===== config.mk =====
export PLATFORM = sky130hd
export DESIGN_NAME = unit_command_decoder
export DESIGN_NICKNAME = d
export VERILOG_FILES = /design/src/common/ucd_pkg.sv /design/src/design/dump_sequencer.sv /design/src/design/unit_command_decoder.sv
export SDC_FILE = /design/constraint.sdc
export NUM_CORES = 1
export LEC_CHECK = 0
export BUFFER_PORTS_ARGS = -buffer_cell sky130_fd_sc_hd__buf_2
export CAP_MARGIN = 30
export CORE_ASPECT_RATIO = 1.25
export CORE_UTILIZATION = 35
export DETAILED_ROUTE_END_ITERATION = 12
export PLACE_DENSITY = 0.57
export SLEW_MARGIN = 5
export SYNTH_ARGS = -nofsm -noshare
export SYNTH_HDL_FRONTEND = slang
export SYNTH_SLANG_ARGS = --single-unit

===== constraint.sdc =====
create_clock -name clk -period 18.3 [get_ports clk]
set_clock_uncertainty 0.05 [all_clocks]
set_input_delay 1.83 -clock clk [delete_from_list [all_inputs] [get_ports clk]]
set_output_delay 1.83 -clock clk [all_outputs]
set_load 0.005 [all_outputs]

===== src/common/ucd_pkg.sv =====
/*
  constants for the unit command decoder: register offsets, command field
  layout, command codes, unit state encodings.
  assumes a 32-bit register port with one-cycle read latency.
*/
package ucd_pkg;
  // ----------------------------------------------------------------
  // register offsets
  // ----------------------------------------------------------------
  localparam logic [3:0] OFF_COMMAND = 4'h0;
  localparam logic [3:0] OFF_GEN_PTR = 4'h4;
  localparam logic [3:0] OFF_STATUS = 4'h8;
  localparam logic [3:0] OFF_CU_BASE = 4'hc;
  // ----------------------------------------------------------------
  // command word fields
  // ----------------------------------------------------------------
  localparam int CUC_LSB = 20;
  localparam int RUC_LSB = 16;
  localparam int RSV_BIT = 19;
  localparam int HDS_BITS = 14;
  localparam logic [31:0] WORD_RESET = 32'h0000_0000;
  // ----------------------------------------------------------------
  // command unit codes
  // ----------------------------------------------------------------
  localparam logic [3:0] CU_NOP = 4'h0;
  localparam logic [3:0] CU_START = 4'h1;
  localparam logic [3:0] CU_RESUME = 4'h2;
  localparam logic [3:0] CU_LOAD_DUMP = 4'h4;
  localparam logic [3:0] CU_DUMP = 4'h5;
  localparam logic [3:0] CU_LOAD_BASE = 4'h6;
  localparam logic [3:0] CU_DUMP_CLEAR = 4'h7;
  localparam logic [3:0] CU_STATIC_RESUME = 4'ha;
  // ----------------------------------------------------------------
  // receive unit codes
  // ----------------------------------------------------------------
  localparam logic [2:0] RU_NOP = 3'h0;
  localparam logic [2:0] RU_START = 3'h1;
  localparam logic [2:0] RU_RESUME = 3'h2;
  localparam logic [2:0] RU_REDIRECT = 3'h3;
  localparam logic [2:0] RU_ABORT = 3'h4;
  localparam logic [2:0] RU_LOAD_HDS = 3'h5;
  localparam logic [2:0] RU_LOAD_BASE = 3'h6;
  // ----------------------------------------------------------------
  // reported states
  // ----------------------------------------------------------------
  localparam logic [1:0] CUS_IDLE = 2'h0;
  localparam logic [1:0] CUS_SUSP = 2'h1;
  localparam logic [1:0] CUS_LPQ = 2'h2;
  localparam logic [1:0] CUS_HPQ = 2'h3;
  localparam logic [3:0] RUS_IDLE = 4'h0;
  localparam logic [3:0] RUS_SUSP = 4'h1;
  localparam logic [3:0] RUS_READY = 4'h4;
  localparam logic [3:0] STAT_RESET = 4'h0;
endpackage


===== src/design/dump_sequencer.sv =====
/*
  statistics dump sequencer: writes the counters out, then optionally
  clears them. assumes the dma side acknowledges each request with done.
*/
module dump_sequencer (
  input wire logic clk,
  input wire logic reset,
  input wire logic start,
  input wire logic clear_after,
  input wire logic dma_done,
  output logic dma_req,
  output logic counters_clear,
  output logic busy
);
  typedef enum logic [1:0] {S_IDLE, S_WRITE, S_CLEAR} seq_t;
  seq_t state_q, state_d;
  logic clear_after_q;

  always_comb begin
    state_d = state_q;
    case (state_q)
      S_IDLE: if (start) state_d = S_WRITE;
      S_WRITE: if (dma_done) state_d = clear_after_q ? S_CLEAR : S_IDLE;
      S_CLEAR: state_d = S_IDLE;
      default: state_d = S_IDLE;
    endcase
  end

  always_ff @(posedge clk or posedge reset) begin
    if (reset) begin
      state_q <= S_IDLE;
      clear_after_q <= 1'b0;
    end else begin
      state_q <= state_d;
      if (start && state_q == S_IDLE) clear_after_q <= clear_after;
    end
  end

  // clear only after the write has finished
  assign counters_clear = (state_q == S_CLEAR);
  assign dma_req = (state_q == S_WRITE);
  assign busy = (state_q != S_IDLE);
endmodule // dump_sequencer


===== src/design/unit_command_decoder.sv =====
/*
  unit command decoder: accepts command unit and receive unit commands
  from the command word, updates unit states, base registers and dump
  address, and drives start pulses to the dma engines.
  assumes the dma engines report progress through the *_done inputs.
*/
// Added by the designer: the placing of the registers and strobed register access.
module unit_command_decoder (
  input wire logic clk,
  input wire logic reset,
  input wire logic [3:0] addr,
  input wire logic [31:0] wdata,
  input wire logic wr,
  input wire logic rd,
  output logic [31:0] rdata,
  input wire logic cu_block_done,
  input wire logic cu_list_end,
  input wire logic cu_suspend,
  input wire logic rx_suspend,
  input wire logic dump_done,
  output logic cu_fetch,
  output logic [31:0] cu_fetch_addr,
  output logic ru_fetch,
  output logic [31:0] ru_fetch_addr,
  output logic ru_redirect,
  output logic ru_enable,
  output logic header_mode,
  output logic [13:0] header_data_size,
  output logic [31:0] dump_addr,
  output logic dump_req,
  output logic counters_clear
);
  // ------------------------------------------------------------
  // registers
  // ------------------------------------------------------------
  logic [31:0] gen_ptr_q;
  logic [31:0] cu_base_q;
  logic [31:0] ru_base_q;
  logic [31:0] dump_addr_q;
  logic [3:0] cuc_q;
  logic [2:0] ruc_q;
  logic [1:0] cus_q;
  logic [3:0] rus_q;
  logic hds_mode_q;
  logic [13:0] hds_q;
  logic cu_fetch_q, ru_fetch_q, redirect_q;
  logic [31:0] cu_fetch_addr_q, ru_fetch_addr_q;
  logic [31:0] rdata_q;
  logic dump_busy;

  // ------------------------------------------------------------
  // decode
  // ------------------------------------------------------------
  wire cmd_wr = wr && (addr == ucd_pkg::OFF_COMMAND);
  wire ptr_wr = wr && (addr == ucd_pkg::OFF_GEN_PTR);
  wire cu_pend = (cuc_q != ucd_pkg::CU_NOP);
  wire ru_pend = (ruc_q != ucd_pkg::RU_NOP);
  // dump commands wait while a dump is still running
  wire cu_accept = cu_pend && !(dump_busy && (cuc_q == ucd_pkg::CU_DUMP ||
                   cuc_q == ucd_pkg::CU_DUMP_CLEAR));
  wire cu_idle = (cus_q == ucd_pkg::CUS_IDLE);
  wire do_cu_start = cu_accept && cuc_q == ucd_pkg::CU_START;
  wire do_cu_resume = cu_accept && !cu_idle &&
                      (cuc_q == ucd_pkg::CU_RESUME ||
                       cuc_q == ucd_pkg::CU_STATIC_RESUME);
  wire do_dump = cu_accept && (cuc_q == ucd_pkg::CU_DUMP ||
                 cuc_q == ucd_pkg::CU_DUMP_CLEAR);
  wire do_ru_start = ru_pend && ruc_q == ucd_pkg::RU_START;
  wire do_ru_resume = ru_pend && ruc_q == ucd_pkg::RU_RESUME &&
                      rus_q == ucd_pkg::RUS_SUSP;
  wire do_ru_abort = ru_pend && ruc_q == ucd_pkg::RU_ABORT;
  wire do_redirect = ru_pend && ruc_q == ucd_pkg::RU_REDIRECT;

  function automatic logic [31:0] add_base(input logic [31:0] b, input logic [31:0] p);
    add_base = b + p;
  endfunction

  // ------------------------------------------------------------
  // command byte: set by software, cleared on acceptance
  // ------------------------------------------------------------
  always_ff @(posedge clk or posedge reset) begin
    if (reset) begin
      cuc_q <= ucd_pkg::CU_NOP;
      ruc_q <= ucd_pkg::RU_NOP;
    end else if (cmd_wr) begin
      cuc_q <= wdata[ucd_pkg::CUC_LSB +: 4];
      ruc_q <= wdata[ucd_pkg::RUC_LSB +: 3];
    end else begin
      if (cu_accept) cuc_q <= ucd_pkg::CU_NOP;
      if (ru_pend) ruc_q <= ucd_pkg::RU_NOP;
    end
  end

  always_ff @(posedge clk or posedge reset) begin
    if (reset) gen_ptr_q <= ucd_pkg::WORD_RESET;
    else if (ptr_wr) gen_ptr_q <= wdata;
  end

  // ------------------------------------------------------------
  // command unit
  // ------------------------------------------------------------
  always_ff @(posedge clk or posedge reset) begin
    if (reset) begin
      cus_q <= ucd_pkg::CUS_IDLE;
      cu_base_q <= ucd_pkg::WORD_RESET;
      dump_addr_q <= ucd_pkg::WORD_RESET;
      cu_fetch_q <= 1'b0;
      cu_fetch_addr_q <= ucd_pkg::WORD_RESET;
    end else begin
      cu_fetch_q <= do_cu_start || do_cu_resume;
      if (do_cu_start) begin
        cus_q <= ucd_pkg::CUS_LPQ;
        cu_fetch_addr_q <= add_base(cu_base_q, gen_ptr_q);
      end else if (do_cu_resume) begin
        cus_q <= ucd_pkg::CUS_LPQ;
      end else if (cus_q == ucd_pkg::CUS_LPQ && cu_list_end) begin
        cus_q <= ucd_pkg::CUS_IDLE;
      end else if (cus_q == ucd_pkg::CUS_LPQ && cu_suspend) begin
        cus_q <= ucd_pkg::CUS_SUSP;
      end
      if (cu_block_done && cus_q == ucd_pkg::CUS_LPQ && !do_cu_start)
        cu_fetch_addr_q <= cu_fetch_addr_q; // next address owned by dma
      // no-op and unlisted codes fall through untouched
      if (cu_accept && cuc_q == ucd_pkg::CU_LOAD_DUMP) dump_addr_q <= gen_ptr_q;
      if (cu_accept && cuc_q == ucd_pkg::CU_LOAD_BASE) cu_base_q <= gen_ptr_q;
    end
  end

  dump_sequencer dump_seq (
    .clk(clk),
    .reset(reset),
    .start(do_dump),
    .clear_after(cuc_q == ucd_pkg::CU_DUMP_CLEAR),
    .dma_done(dump_done),
    .dma_req(dump_req),
    .counters_clear(counters_clear),
    .busy(dump_busy)
  );

  // ------------------------------------------------------------
  // receive unit
  // ------------------------------------------------------------
  always_ff @(posedge clk or posedge reset) begin
    if (reset) begin
      rus_q <= ucd_pkg::RUS_IDLE;
      ru_base_q <= ucd_pkg::WORD_RESET;
      hds_mode_q <= 1'b0;
      hds_q <= '0;
      ru_fetch_q <= 1'b0;
      redirect_q <= 1'b0;
      ru_fetch_addr_q <= ucd_pkg::WORD_RESET;
    end else begin
      ru_fetch_q <= do_ru_start || do_ru_resume;
      redirect_q <= do_redirect;
      if (do_ru_abort) begin
        rus_q <= ucd_pkg::RUS_IDLE;
      end else if (do_ru_start || do_ru_resume) begin
        rus_q <= ucd_pkg::RUS_READY;
      end else if (rus_q == ucd_pkg::RUS_READY && rx_suspend) begin
        rus_q <= ucd_pkg::RUS_SUSP;
      end
      if (do_ru_start) ru_fetch_addr_q <= add_base(ru_base_q, gen_ptr_q);
      if (do_redirect) ru_fetch_addr_q <= add_base(ru_base_q, gen_ptr_q);
      if (ru_pend && ruc_q == ucd_pkg::RU_LOAD_HDS) begin
        hds_mode_q <= 1'b1;
        hds_q <= gen_ptr_q[ucd_pkg::HDS_BITS-1:0];
      end
      if (ru_pend && ruc_q == ucd_pkg::RU_LOAD_BASE) ru_base_q <= gen_ptr_q;
      // no-op and unlisted codes fall through untouched
    end
  end

  // ------------------------------------------------------------
  // read port
  // ------------------------------------------------------------
  wire [31:0] cmd_view = {8'h00, cuc_q, 1'b0, ruc_q, 16'h0000};
  wire [31:0] stat_view = {24'h000000, cus_q, rus_q, 2'b00};
  wire [31:0] rd_mux = (addr == ucd_pkg::OFF_COMMAND) ? cmd_view :
                       (addr == ucd_pkg::OFF_GEN_PTR) ? gen_ptr_q :
                       (addr == ucd_pkg::OFF_STATUS) ? stat_view :
                       (addr == ucd_pkg::OFF_CU_BASE) ? cu_base_q : 32'h0000_0000;

  always_ff @(posedge clk or posedge reset) begin
    if (reset) rdata_q <= ucd_pkg::WORD_RESET;
    else if (rd) rdata_q <= rd_mux;
    else rdata_q <= ucd_pkg::WORD_RESET;
  end

  assign rdata = rdata_q;
  assign cu_fetch = cu_fetch_q;
  assign cu_fetch_addr = cu_fetch_addr_q;
  assign ru_fetch = ru_fetch_q;
  assign ru_fetch_addr = ru_fetch_addr_q;
  assign ru_redirect = redirect_q;
  assign ru_enable = (rus_q == ucd_pkg::RUS_READY);
  assign header_mode = hds_mode_q;
  assign header_data_size = hds_q;
  assign dump_addr = dump_addr_q;
endmodule // unit_command_decoder


Word-level counts from Yosys, hierarchy flattened:

Index checks and enable logic that the tools add are counted.

* eq/ne operators: 23
* mux-type cells: 22
* bitwise gates (word level): 1
* add/subtract/negate cells: 2
* reductions and logical operators: 43

Operators with widths (number)
* 2-to-1 mux 32 bit: 7
* adder 32 bit: 2
* == test 4 x 3 -> 1 bit, second input constant: 6
* logical AND 1 bit: 23
* 2-to-1 mux 4 bit: 5
* 2-to-1 mux 2 bit: 7
* == test 4 bit, second input constant: 3
* == test 3 bit, second input constant: 3
* == test 4 x 1 -> 1 bit, second input constant: 2
* nonzero test 2 bit: 4
* nonzero test 4 bit: 2
* == test 3 x 2 -> 1 bit, second input constant: 2
* 2-to-1 mux 3 bit: 2
* nonzero test 3 bit: 2
* == test 2 bit, second input constant: 2
* == test 4 x 2 -> 1 bit, second input constant: 1
* logical NOT 2 bit: 2
* logical NOT 4 bit: 1
* logical OR 1 bit: 4
* one-hot mux 2 bit (2 select lines): 1
* AND reduction 2 bit: 2
* == test 3 x 1 -> 1 bit, second input constant: 1
* logical NOT 1 bit: 3
* == test 2 x 1 -> 1 bit, second input constant: 1
* 3 further kinds: 3

* bits in registers: 258
* word-level logic and storage cells: 109
* output and inout port bits: 149
* input bits: 45

Logic depth before layout (Yosys ltp):

Gate-level depths: netlist (run 1).

* depth in word-level cells: 10
* depth in mapped cells: 10
* mapped depth without buffers: 10

Modules after synthesis:

Synthesis (run 1) repeated with hierarchy kept, for this count alone.

* cell total of the unflattened synthesis: 1190
* area, all modules: 12863.6 um^2

By module, submodules not included
* unit_command_decoder: sequential area each 6331.1 um^2, cells an instance 1178, area an instance 12721.0 um^2, instances 1
* dump_sequencer: sequential area each 75.1 um^2, cells an instance 12, area an instance 142.6 um^2, instances 1

Least setup slack after synthesis (run 1):

Ideal clock, no wire load.

* path type: input to register
* start point: input addr[2]
* end point: register rdata_q[0], in the netlist rdata[0]
* path slack: 14970 ps
* cell stages on the path: 6
* required time: 18178 ps
* arrival: 3208 ps
* path through: clkbuf_1 > nand2_1 > nor3_1 > clkbuf_1 > a22oi_1 > nor2_1

* word-level cells in the longest chain between the ends: 6

RTL lines
* start, declared: line unit_command_decoder.sv:11 `input wire logic [3:0] addr,`
* == test 4 bit: line unit_command_decoder.sv:181 `(addr == ucd_pkg::OFF_CU_BASE) ? cu_base_q : 32'h0000_0000;`
* 2-to-1 mux 32 bit: line unit_command_decoder.sv:181
* 2-to-1 mux 32 bit: line unit_command_decoder.sv:180 `(addr == ucd_pkg::OFF_STATUS) ? stat_view :`
* 2-to-1 mux 32 bit: line unit_command_decoder.sv:179 `(addr == ucd_pkg::OFF_GEN_PTR) ? gen_ptr_q :`
* 2-to-1 mux 32 bit *: line unit_command_decoder.sv:178 `wire [31:0] rd_mux = (addr == ucd_pkg::OFF_COMMAND) ? cmd_view :`
* 2-to-1 mux 32 bit *: line unit_command_decoder.sv:185 `else if (rd) rdata_q <= rd_mux;`
* end signal, assigned: line unit_command_decoder.sv:184 `if (reset) rdata_q <= ucd_pkg::WORD_RESET;`
* end signal, assigned: line unit_command_decoder.sv:185
* end signal, assigned: line unit_command_decoder.sv:186 `else rdata_q <= ucd_pkg::WORD_RESET;`
* end, declared: line unit_command_decoder.sv:48 `logic [31:0] rdata_q;`

Every way passes the cells marked *; elsewhere a longest branch is shown, timed or not.
A chain may end at the register's enable or synchronous reset.

Final worst setup path (run 1):

* start point: register gen_ptr_q[0]
* end point: register cu_fetch_addr_q[24], in the netlist cu_fetch_addr[24]

* word-level cells in the longest chain between the ends: 1

RTL lines
* start, declared: line unit_command_decoder.sv:36 `logic [31:0] gen_ptr_q;`
* start signal, assigned: line unit_command_decoder.sv:95 `if (reset) gen_ptr_q <= ucd_pkg::WORD_RESET;`
* start signal, assigned: line unit_command_decoder.sv:96 `else if (ptr_wr) gen_ptr_q <= wdata;`
* adder 32 bit: line unit_command_decoder.sv:75 `add_base = b + p;`
* end signal, assigned: line unit_command_decoder.sv:108 `cu_fetch_addr_q <= ucd_pkg::WORD_RESET;`
* end signal, assigned: line unit_command_decoder.sv:113 `cu_fetch_addr_q <= add_base(cu_base_q, gen_ptr_q);`
* end signal, assigned: line unit_command_decoder.sv:122 `cu_fetch_addr_q <= cu_fetch_addr_q;`
* end, declared: line unit_command_decoder.sv:47 `logic [31:0] cu_fetch_addr_q, ru_fetch_addr_q;`

Every way passes these cells.

==> flow_metrics.env, run 1 <==
export IMPL_status="completed"
export IMPL_first_pass_iters=5
export IMPL_required_ns=18.67
export IMPL_synthesis_nets=1302
export IMPL_wire_per_inst_um=18.3
export IMPL_cp_top_family="compound AO/OA/AOI/OAI gates"
export IMPL_wl_met3_um=1870
export IMPL_ys_seq_area_share_pct=49.4
export IMPL_cts_sinks=256
export IMPL_synth_edf_count=0
export IMPL_nets=1486
export IMPL_cp_num_cells=10
export IMPL_crit_arrival_ns=3.71
export IMPL_syn_inst=1193
export IMPL_die_w_um=174
export IMPL_reg2reg_depth=10
export IMPL_drive_gt1_share_pct=30.1
export IMPL_cts_tree="done"
export IMPL_finalSetupViolCount=0
export IMPL_grt_max_degree=104
export IMPL_clk_latency_ns=0.56
export IMPL_async_flop_share_pct=100
export IMPL_drcViolationCount=0
export IMPL_min_delay_path_class="reg2reg"
export IMPL_final_common_cell="dfrtp_1"
export IMPL_holdBufCountCts=0
export IMPL_cts_htree_levels=1
export IMPL_path_common_cell="o21ai_1"
export IMPL_grt_pass1_wl_um=55300
export IMPL_path_clk_slew_ns=0.06
export IMPL_clock_fmax_mhz=299
export IMPL_critPathKind="reg2reg"
export IMPL_maxSlewViolCount=0
export IMPL_vias=9684
export IMPL_cp_start_kind="register"
export IMPL_postRouteAntennaNets=0
export IMPL_instances_no_fill=1879
export IMPL_powerDensity_mw_per_mm2=102
export IMPL_ys_ff_latch=256
export IMPL_syn_cell_area_mm2=0.0130
export IMPL_grt_overflow_total=0
export IMPL_p_leak_nw=7.89
export IMPL_synth_distinct_cells=70
export IMPL_drt_met1_wl_um=15100
export IMPL_path_cells="ha_1 > fa_1 > a211oi_1 > nor2_1 > o31ai_1 > a21oi_1 > o221a_2 > o21ai_1 > xor2_1 > o21ai_1"
export IMPL_postCtsSetupBuffers=0
export IMPL_cts_root_buf="clkbuf_16"
export IMPL_cts_path_max_buffers=3
export IMPL_floorplan_initialDensity_pct=35.6
export IMPL_dpl_hpwl_um=25300
export IMPL_numCtsBuffers=29
export IMPL_tightest_slew_ns=0.756
export IMPL_cts_resized=0
export IMPL_place_congestion=0.843
export IMPL_synthFlopType="dfrtp_1"
export IMPL_fin_crit_sh_pct=18.3
export IMPL_wl_met2_um=16800
export IMPL_via_per_inst=5.15
export IMPL_grt_pass1_vias=9930
export IMPL_grtUsageTotal_pct=18.5
export IMPL_min_path_cells=2
export IMPL_cap_violations=0
export IMPL_place_inst=1825
export IMPL_die_h_um=217
export IMPL_syn_area_per_cell_um2=10.9
export IMPL_ir_worst_vdd_v=0.0000698
export IMPL_crit_buf_inv=0
export IMPL_drt_iter0_drc=491
export IMPL_die_area_mm2=0.0378
export IMPL_wl_um=34400
export IMPL_final_hold_violation_count=0
export IMPL_slowest_delay_ns=0.59
export IMPL_layout_common_cells="dfrtp_1 (256), buf_2 (192), mux2_2 (145), nand2_1 (111), a21oi_1 (74)"
export IMPL_critPathCaptureType="register"
export IMPL_io_pins=194
export IMPL_setup_tns_ns=0
export IMPL_antenna_found_initial=3
export IMPL_port_buffers=192
export IMPL_syn2layout_area_growth_pct=19.9
export IMPL_highest_layer="met5"
export IMPL_path_max_fanout=8
export IMPL_fin_crit_ns=3.34
export IMPL_rsz0062_at_grt="no"
export IMPL_slew_headroom_pct=49.6
export IMPL_yosys_warnings=0
export IMPL_fp_row_count=78
export IMPL_regToRegSetupSlack_ns=14.96
export IMPL_slowest_stage="o31ai_1"
export IMPL_core_area_mm2=0.0364
registers in the layout (all words and copies together), names as in the netlist, 3 cells and up:
name	flops
ru_base_q	32
cuc_q	4
ru_fetch_addr	32
rdata	32
ruc_q	3
gen_ptr_q	32
header_data_size	14
cu_fetch_addr	32
cu_base_q	32
dump_addr	32
through the flow:
step	instance area [µm²]	hold slack (ns)	power (mW)	worst slack [ns]	util (%)
CTS	15500	0.427	1.61	14.92	42.6
finish	15600	0.423	1.58	14.96	42.7
global placement	14400	0.398	0.975	14.39	39.7
global route	15500	0.457	1.66	14.71	42.7
detailed placement	14500	0.406	0.982	14.69	39.8
floorplan	13000	0.407	0.851	9.38	-
layout make-up:
class	instances	area, µm²
clock buffer	43	878
inverter	27	109
antenna	2	5.00
fill	3562	20800
tap	480	601
timing repair buffer	207	1120
clock inverter	8	145
sequential	256	6410
multi-input combinational	856	6280
path summary, 6_finish.rpt:
kind | start | endpoint
min in group asynchronous | reset | ru_fetch_addr[27]
worst min register to register | ru_fetch_addr[29] | ru_fetch_addr[29]
max in group asynchronous | reset | cu_fetch_addr[15]
worst max-delay path | gen_ptr_q[0] | cu_fetch_addr[24]
worst min-delay path | ru_fetch_addr[29] | ru_fetch_addr[29]
worst max register to register | gen_ptr_q[0] | cu_fetch_addr[24]
cells by family after synthesis:
kind of cell               share of synthesized area (%)
DFF                                                 49.4
muxes                                               12.8
and+or+nand+nor                                     10.1
xor gates and xnor gates                            3.58
adders and majority gates                           6.29
buffers and inverters                               2.37
AOI/OAI and AO/OA                                   15.4
synth_stat cells, types with 7 or more instances:
cell type / number / area share (%)
clkbuf_1: 37 / 1.1
buf_1: 14 / 0.41
o211ai_1: 7 / 0.41
mux2_2: 145 / 13
o31ai_1: 10 / 0.58
xnor2_1: 23 / 1.6
nand3_1: 7 / 0.27
o21ai_0: 60 / 2.3
a222oi_1: 7 / 0.54
nand2_1: 111 / 3.2
xor2_1: 30 / 2.0
nor2_1: 72 / 2.1
inv_1: 27 / 0.78
nand4_1: 8 / 0.39
dfrtp_1: 256 / 49
ha_1: 62 / 6.0
nand2b_1: 12 / 0.58
a211oi_1: 7 / 0.41
and3_1: 15 / 0.72
a21o_1: 28 / 1.6
a21oi_1: 74 / 2.9
a22oi_1: 25 / 1.4
o21a_1: 9 / 0.52
nor2b_1: 17 / 0.82
or3_1: 7 / 0.34
a31oi_1: 8 / 0.39
o21ai_1: 27 / 1.0
nor3_1: 17 / 0.66
where the power goes:
| part | leakage, nW | switching [mW] | internal [mW] |
|---|---|---|---|
| logic | 3.93 | 0.143 | 0.118 |
| clock network | 0.499 | 0.233 | 0.385 |
| registers | 3.46 | 0.0763 | 0.626 |
| total | 7.89 | 0.453 | 1.13 |
worst register-to-register path, cell delays in order (launching register included):
cell	delay, ns
dfrtp_1	0.50
ha_1	0.29
fa_1	0.42
a211oi_1	0.30
nor2_1	0.11
o31ai_1	0.59
a21oi_1	0.19
o221a_2	0.30
o21ai_1	0.17
xor2_1	0.21
o21ai_1	0.08
layer usage:
layer | global-route usage, % | vias up
li1 | - | 4672
met1 | 23.5 | 4736
met2 | 31.8 | 228
met3 | 3.88 | 44
met4 | 4.56 | 4
met5 | 0 | -
(Power assumes the default switching activity.)
==> run 2, diff against run 1 <==
--- a/config.mk
+++ b/config.mk
@@ -10,7 +10,7 @@
 export CORE_ASPECT_RATIO = 1.25
 export CORE_UTILIZATION = 35
 export DETAILED_ROUTE_END_ITERATION = 12
-export PLACE_DENSITY = 0.57
+export PLACE_DENSITY = 0.59
 export SLEW_MARGIN = 5
 export SYNTH_ARGS = -nofsm -noshare
 export SYNTH_HDL_FRONTEND = slang
==> constraint.sdc (replaced) <==
create_clock -name clk -period 2.8 [get_ports clk]
set_clock_uncertainty 0.05 [all_clocks]
set_input_delay 0.28 -clock clk [delete_from_list [all_inputs] [get_ports clk]]
set_output_delay 0.28 -clock clk [all_outputs]
set_load 0.005 [all_outputs]
==> flow_metrics.env, run 2 (same netlist as run 1, synthesis figures left out) <==
export IMPL_grtUsageTotal_pct=20.0
export IMPL_critPathCaptureType="register"
export IMPL_fin_crit_ns=2.84
export IMPL_crit_arrival_ns=3.25
export IMPL_nFillCells=3415
export IMPL_final_common_cell="dfrtp_1"
export IMPL_min_delay_path_class="in2reg"
export IMPL_antenna_found_initial=2
export IMPL_path_cells="buf_4 > buf_6 > ha_4 > fa_2 > a211oi_4 > nor2_2 > o31ai_2 > buf_4 > a21oi_1 > o221a_2 > o21ai_2 > a21oi_1 > o31ai_1"
export IMPL_first_pass_iters=5
export IMPL_dpl_hpwl_um=28000
export IMPL_instances_no_fill=2026
export IMPL_min_path_cells=4
export IMPL_syn2layout_area_growth_pct=31.5
export IMPL_port_buffers=192
export IMPL_die_w_um=174
export IMPL_fin_crit_sh_pct=101
export IMPL_nets=1634
export IMPL_wl_um=37900
export IMPL_path_max_fanout=4
export IMPL_clk_latency_ns=0.56
export IMPL_fp_row_count=78
export IMPL_grt_overflow_total=0
export IMPL_critPathKind="reg2reg"
export IMPL_violations="setup timing"
export IMPL_clkPwrFrac_pct=36.4
export IMPL_p_leak_nw=8.61
export IMPL_wire_per_inst_um=18.7
export IMPL_cap_violations=0
export IMPL_drcViolationCount=0
export IMPL_rsz0062_at_grt="yes"
export IMPL_tightest_slew_ns=0.797
export IMPL_switching_share_pct=29.1
export IMPL_grt_max_degree=47
export IMPL_cts_path_max_buffers=3
export IMPL_drive_gt1_share_pct=37.3
export IMPL_p_sw_mw=3.11
export IMPL_layout_common_cells="dfrtp_1 (250), buf_2 (192), mux2_2 (144), buf_4 (119), nand2_1 (111)"
export IMPL_numCtsBuffers=28
export IMPL_cp_start_kind="register"
export IMPL_powerDensity_mw_per_mm2=625
export IMPL_place_inst=1920
export IMPL_grt_pass1_vias=10808
export IMPL_p_int_mw=7.56
export IMPL_path_clk_slew_ns=0.06
export IMPL_pwr_share_seq_pct=42.2
export IMPL_cts_sinks=256
export IMPL_cts_tree="done"
export IMPL_drt_iter0_drc=536
export IMPL_slowest_stage="dfrtp_1"
export IMPL_place_worst_setup_slack_ns=-0.213
export IMPL_io_pins=194
export IMPL_clock_fmax_mhz=352
export IMPL_power_frac_comb_pct=21.4
export IMPL_required_ns=3.21
export IMPL_grt_pass1_wl_um=59600
export IMPL_vias=10459
export IMPL_die_area_mm2=0.0378
export IMPL_floorplan_initialDensity_pct=35.6
export IMPL_place_area_mm2=0.0152
export IMPL_stdcell_area_mm2=0.0171
export IMPL_slew_headroom_pct=46.8
export IMPL_place_congestion=0.866
export IMPL_via_per_inst=5.16
export IMPL_status="finished with violations"
export IMPL_ir_worst_vdd_v=0.000451
export IMPL_die_h_um=217
export IMPL_cts_root_buf="clkbuf_16"
export IMPL_fin_ws_ns=-0.0414
export IMPL_postRouteAntennaNets=0
export IMPL_cts_htree_levels=1
export IMPL_reg2reg_depth=13
export IMPL_regToRegSetupSlack_ns=-0.04
export IMPL_final_hold_violation_count=0
export IMPL_slowest_delay_ns=0.39
export IMPL_maxSlewViolCount=0
export IMPL_final_core_util_pct=46.9
export IMPL_finalSetupViolCount=3
export IMPL_core_area_mm2=0.0364
==> run 2: cell type report <==
type | instances | area (µm²) | area share, %
multi-input combinational | 856 | 6590 | 38.6
sequential | 256 | 6410 | 37.6
timing repair buffer | 356 | 2370 | 13.9
clock buffer | 40 | 847 | 4.97
tap | 480 | 601 | 3.52
clock inverter | 9 | 129 | 0.756
inverter | 27 | 105 | 0.616
antenna | 2 | 5.00 | 0.0293
==> run 2: through the flow <==
step | hold WS (ns) | power [mW] | TNS, ns
3_3_place_gp | 0.398 | 6.71 | -0.509
5_1_grt | 0.0934 | 11.2 | -1.83
2_1_floorplan | 0.347 | 5.56 | -230.82
6_report | 0.0579 | 10.7 | -0.0889
3_5_place_dp | 0.397 | 6.74 | -1.36
4_1_cts | 0.0131 | 10.7 | -0.125
==> run 2: repair_timing <==
item                                    in CTS  in global routing
pin swaps                                   20                 40
hold buffers                                38                  0
setup buffers                               10                  9
hold endpoints to repair                    67                  0
gates resized for setup                     18                 47
endpoints found under the setup margin      23                 32
==> run 2: critical path, delay by kind of cell, from the launching register on <==
family                   cells  cell delay (ns)
buffers and inverters        3             0.44
adder cells (fa/ha/maj)      2             0.52
AO/OA/AOI/OAI                7             1.27
flip-flops                   1             0.39
AND/OR/NAND/NOR              1             0.07
==> run 2: final timing paths <==
kind / to / from
max in group asynchronous: gen_ptr_q[8] / reset
setup / recovery: cu_fetch_addr[28] / gen_ptr_q[0]
hold / removal: cus_q[0] / cu_list_end
setup reg to reg: cu_fetch_addr[28] / gen_ptr_q[0]
hold reg to reg: header_mode / header_mode
min in group asynchronous: ru_fetch_addr[21] / reset
==> run 2: power groups by stage <==
stage	clock, mW	combinational, mW	sequential (mW)
CTS	4.00	2.22	4.52
finish	3.88	2.28	4.50
floorplan	0	1.09	4.47
detailed placement	0	2.16	4.58
global route	4.14	2.53	4.56
global placement	0	2.14	4.57
==> run 2: metal layers <==
metal | part of all wire, % | up-vias | track usage, %
li1 | - | 4970 | -
met1 | 43 | 5177 | 24.7
met2 | 50 | 267 | 35.1
met3 | 5.2 | 45 | 3.56
met4 | 2.3 | 0 | 6.32
met5 | 0 | - | 0
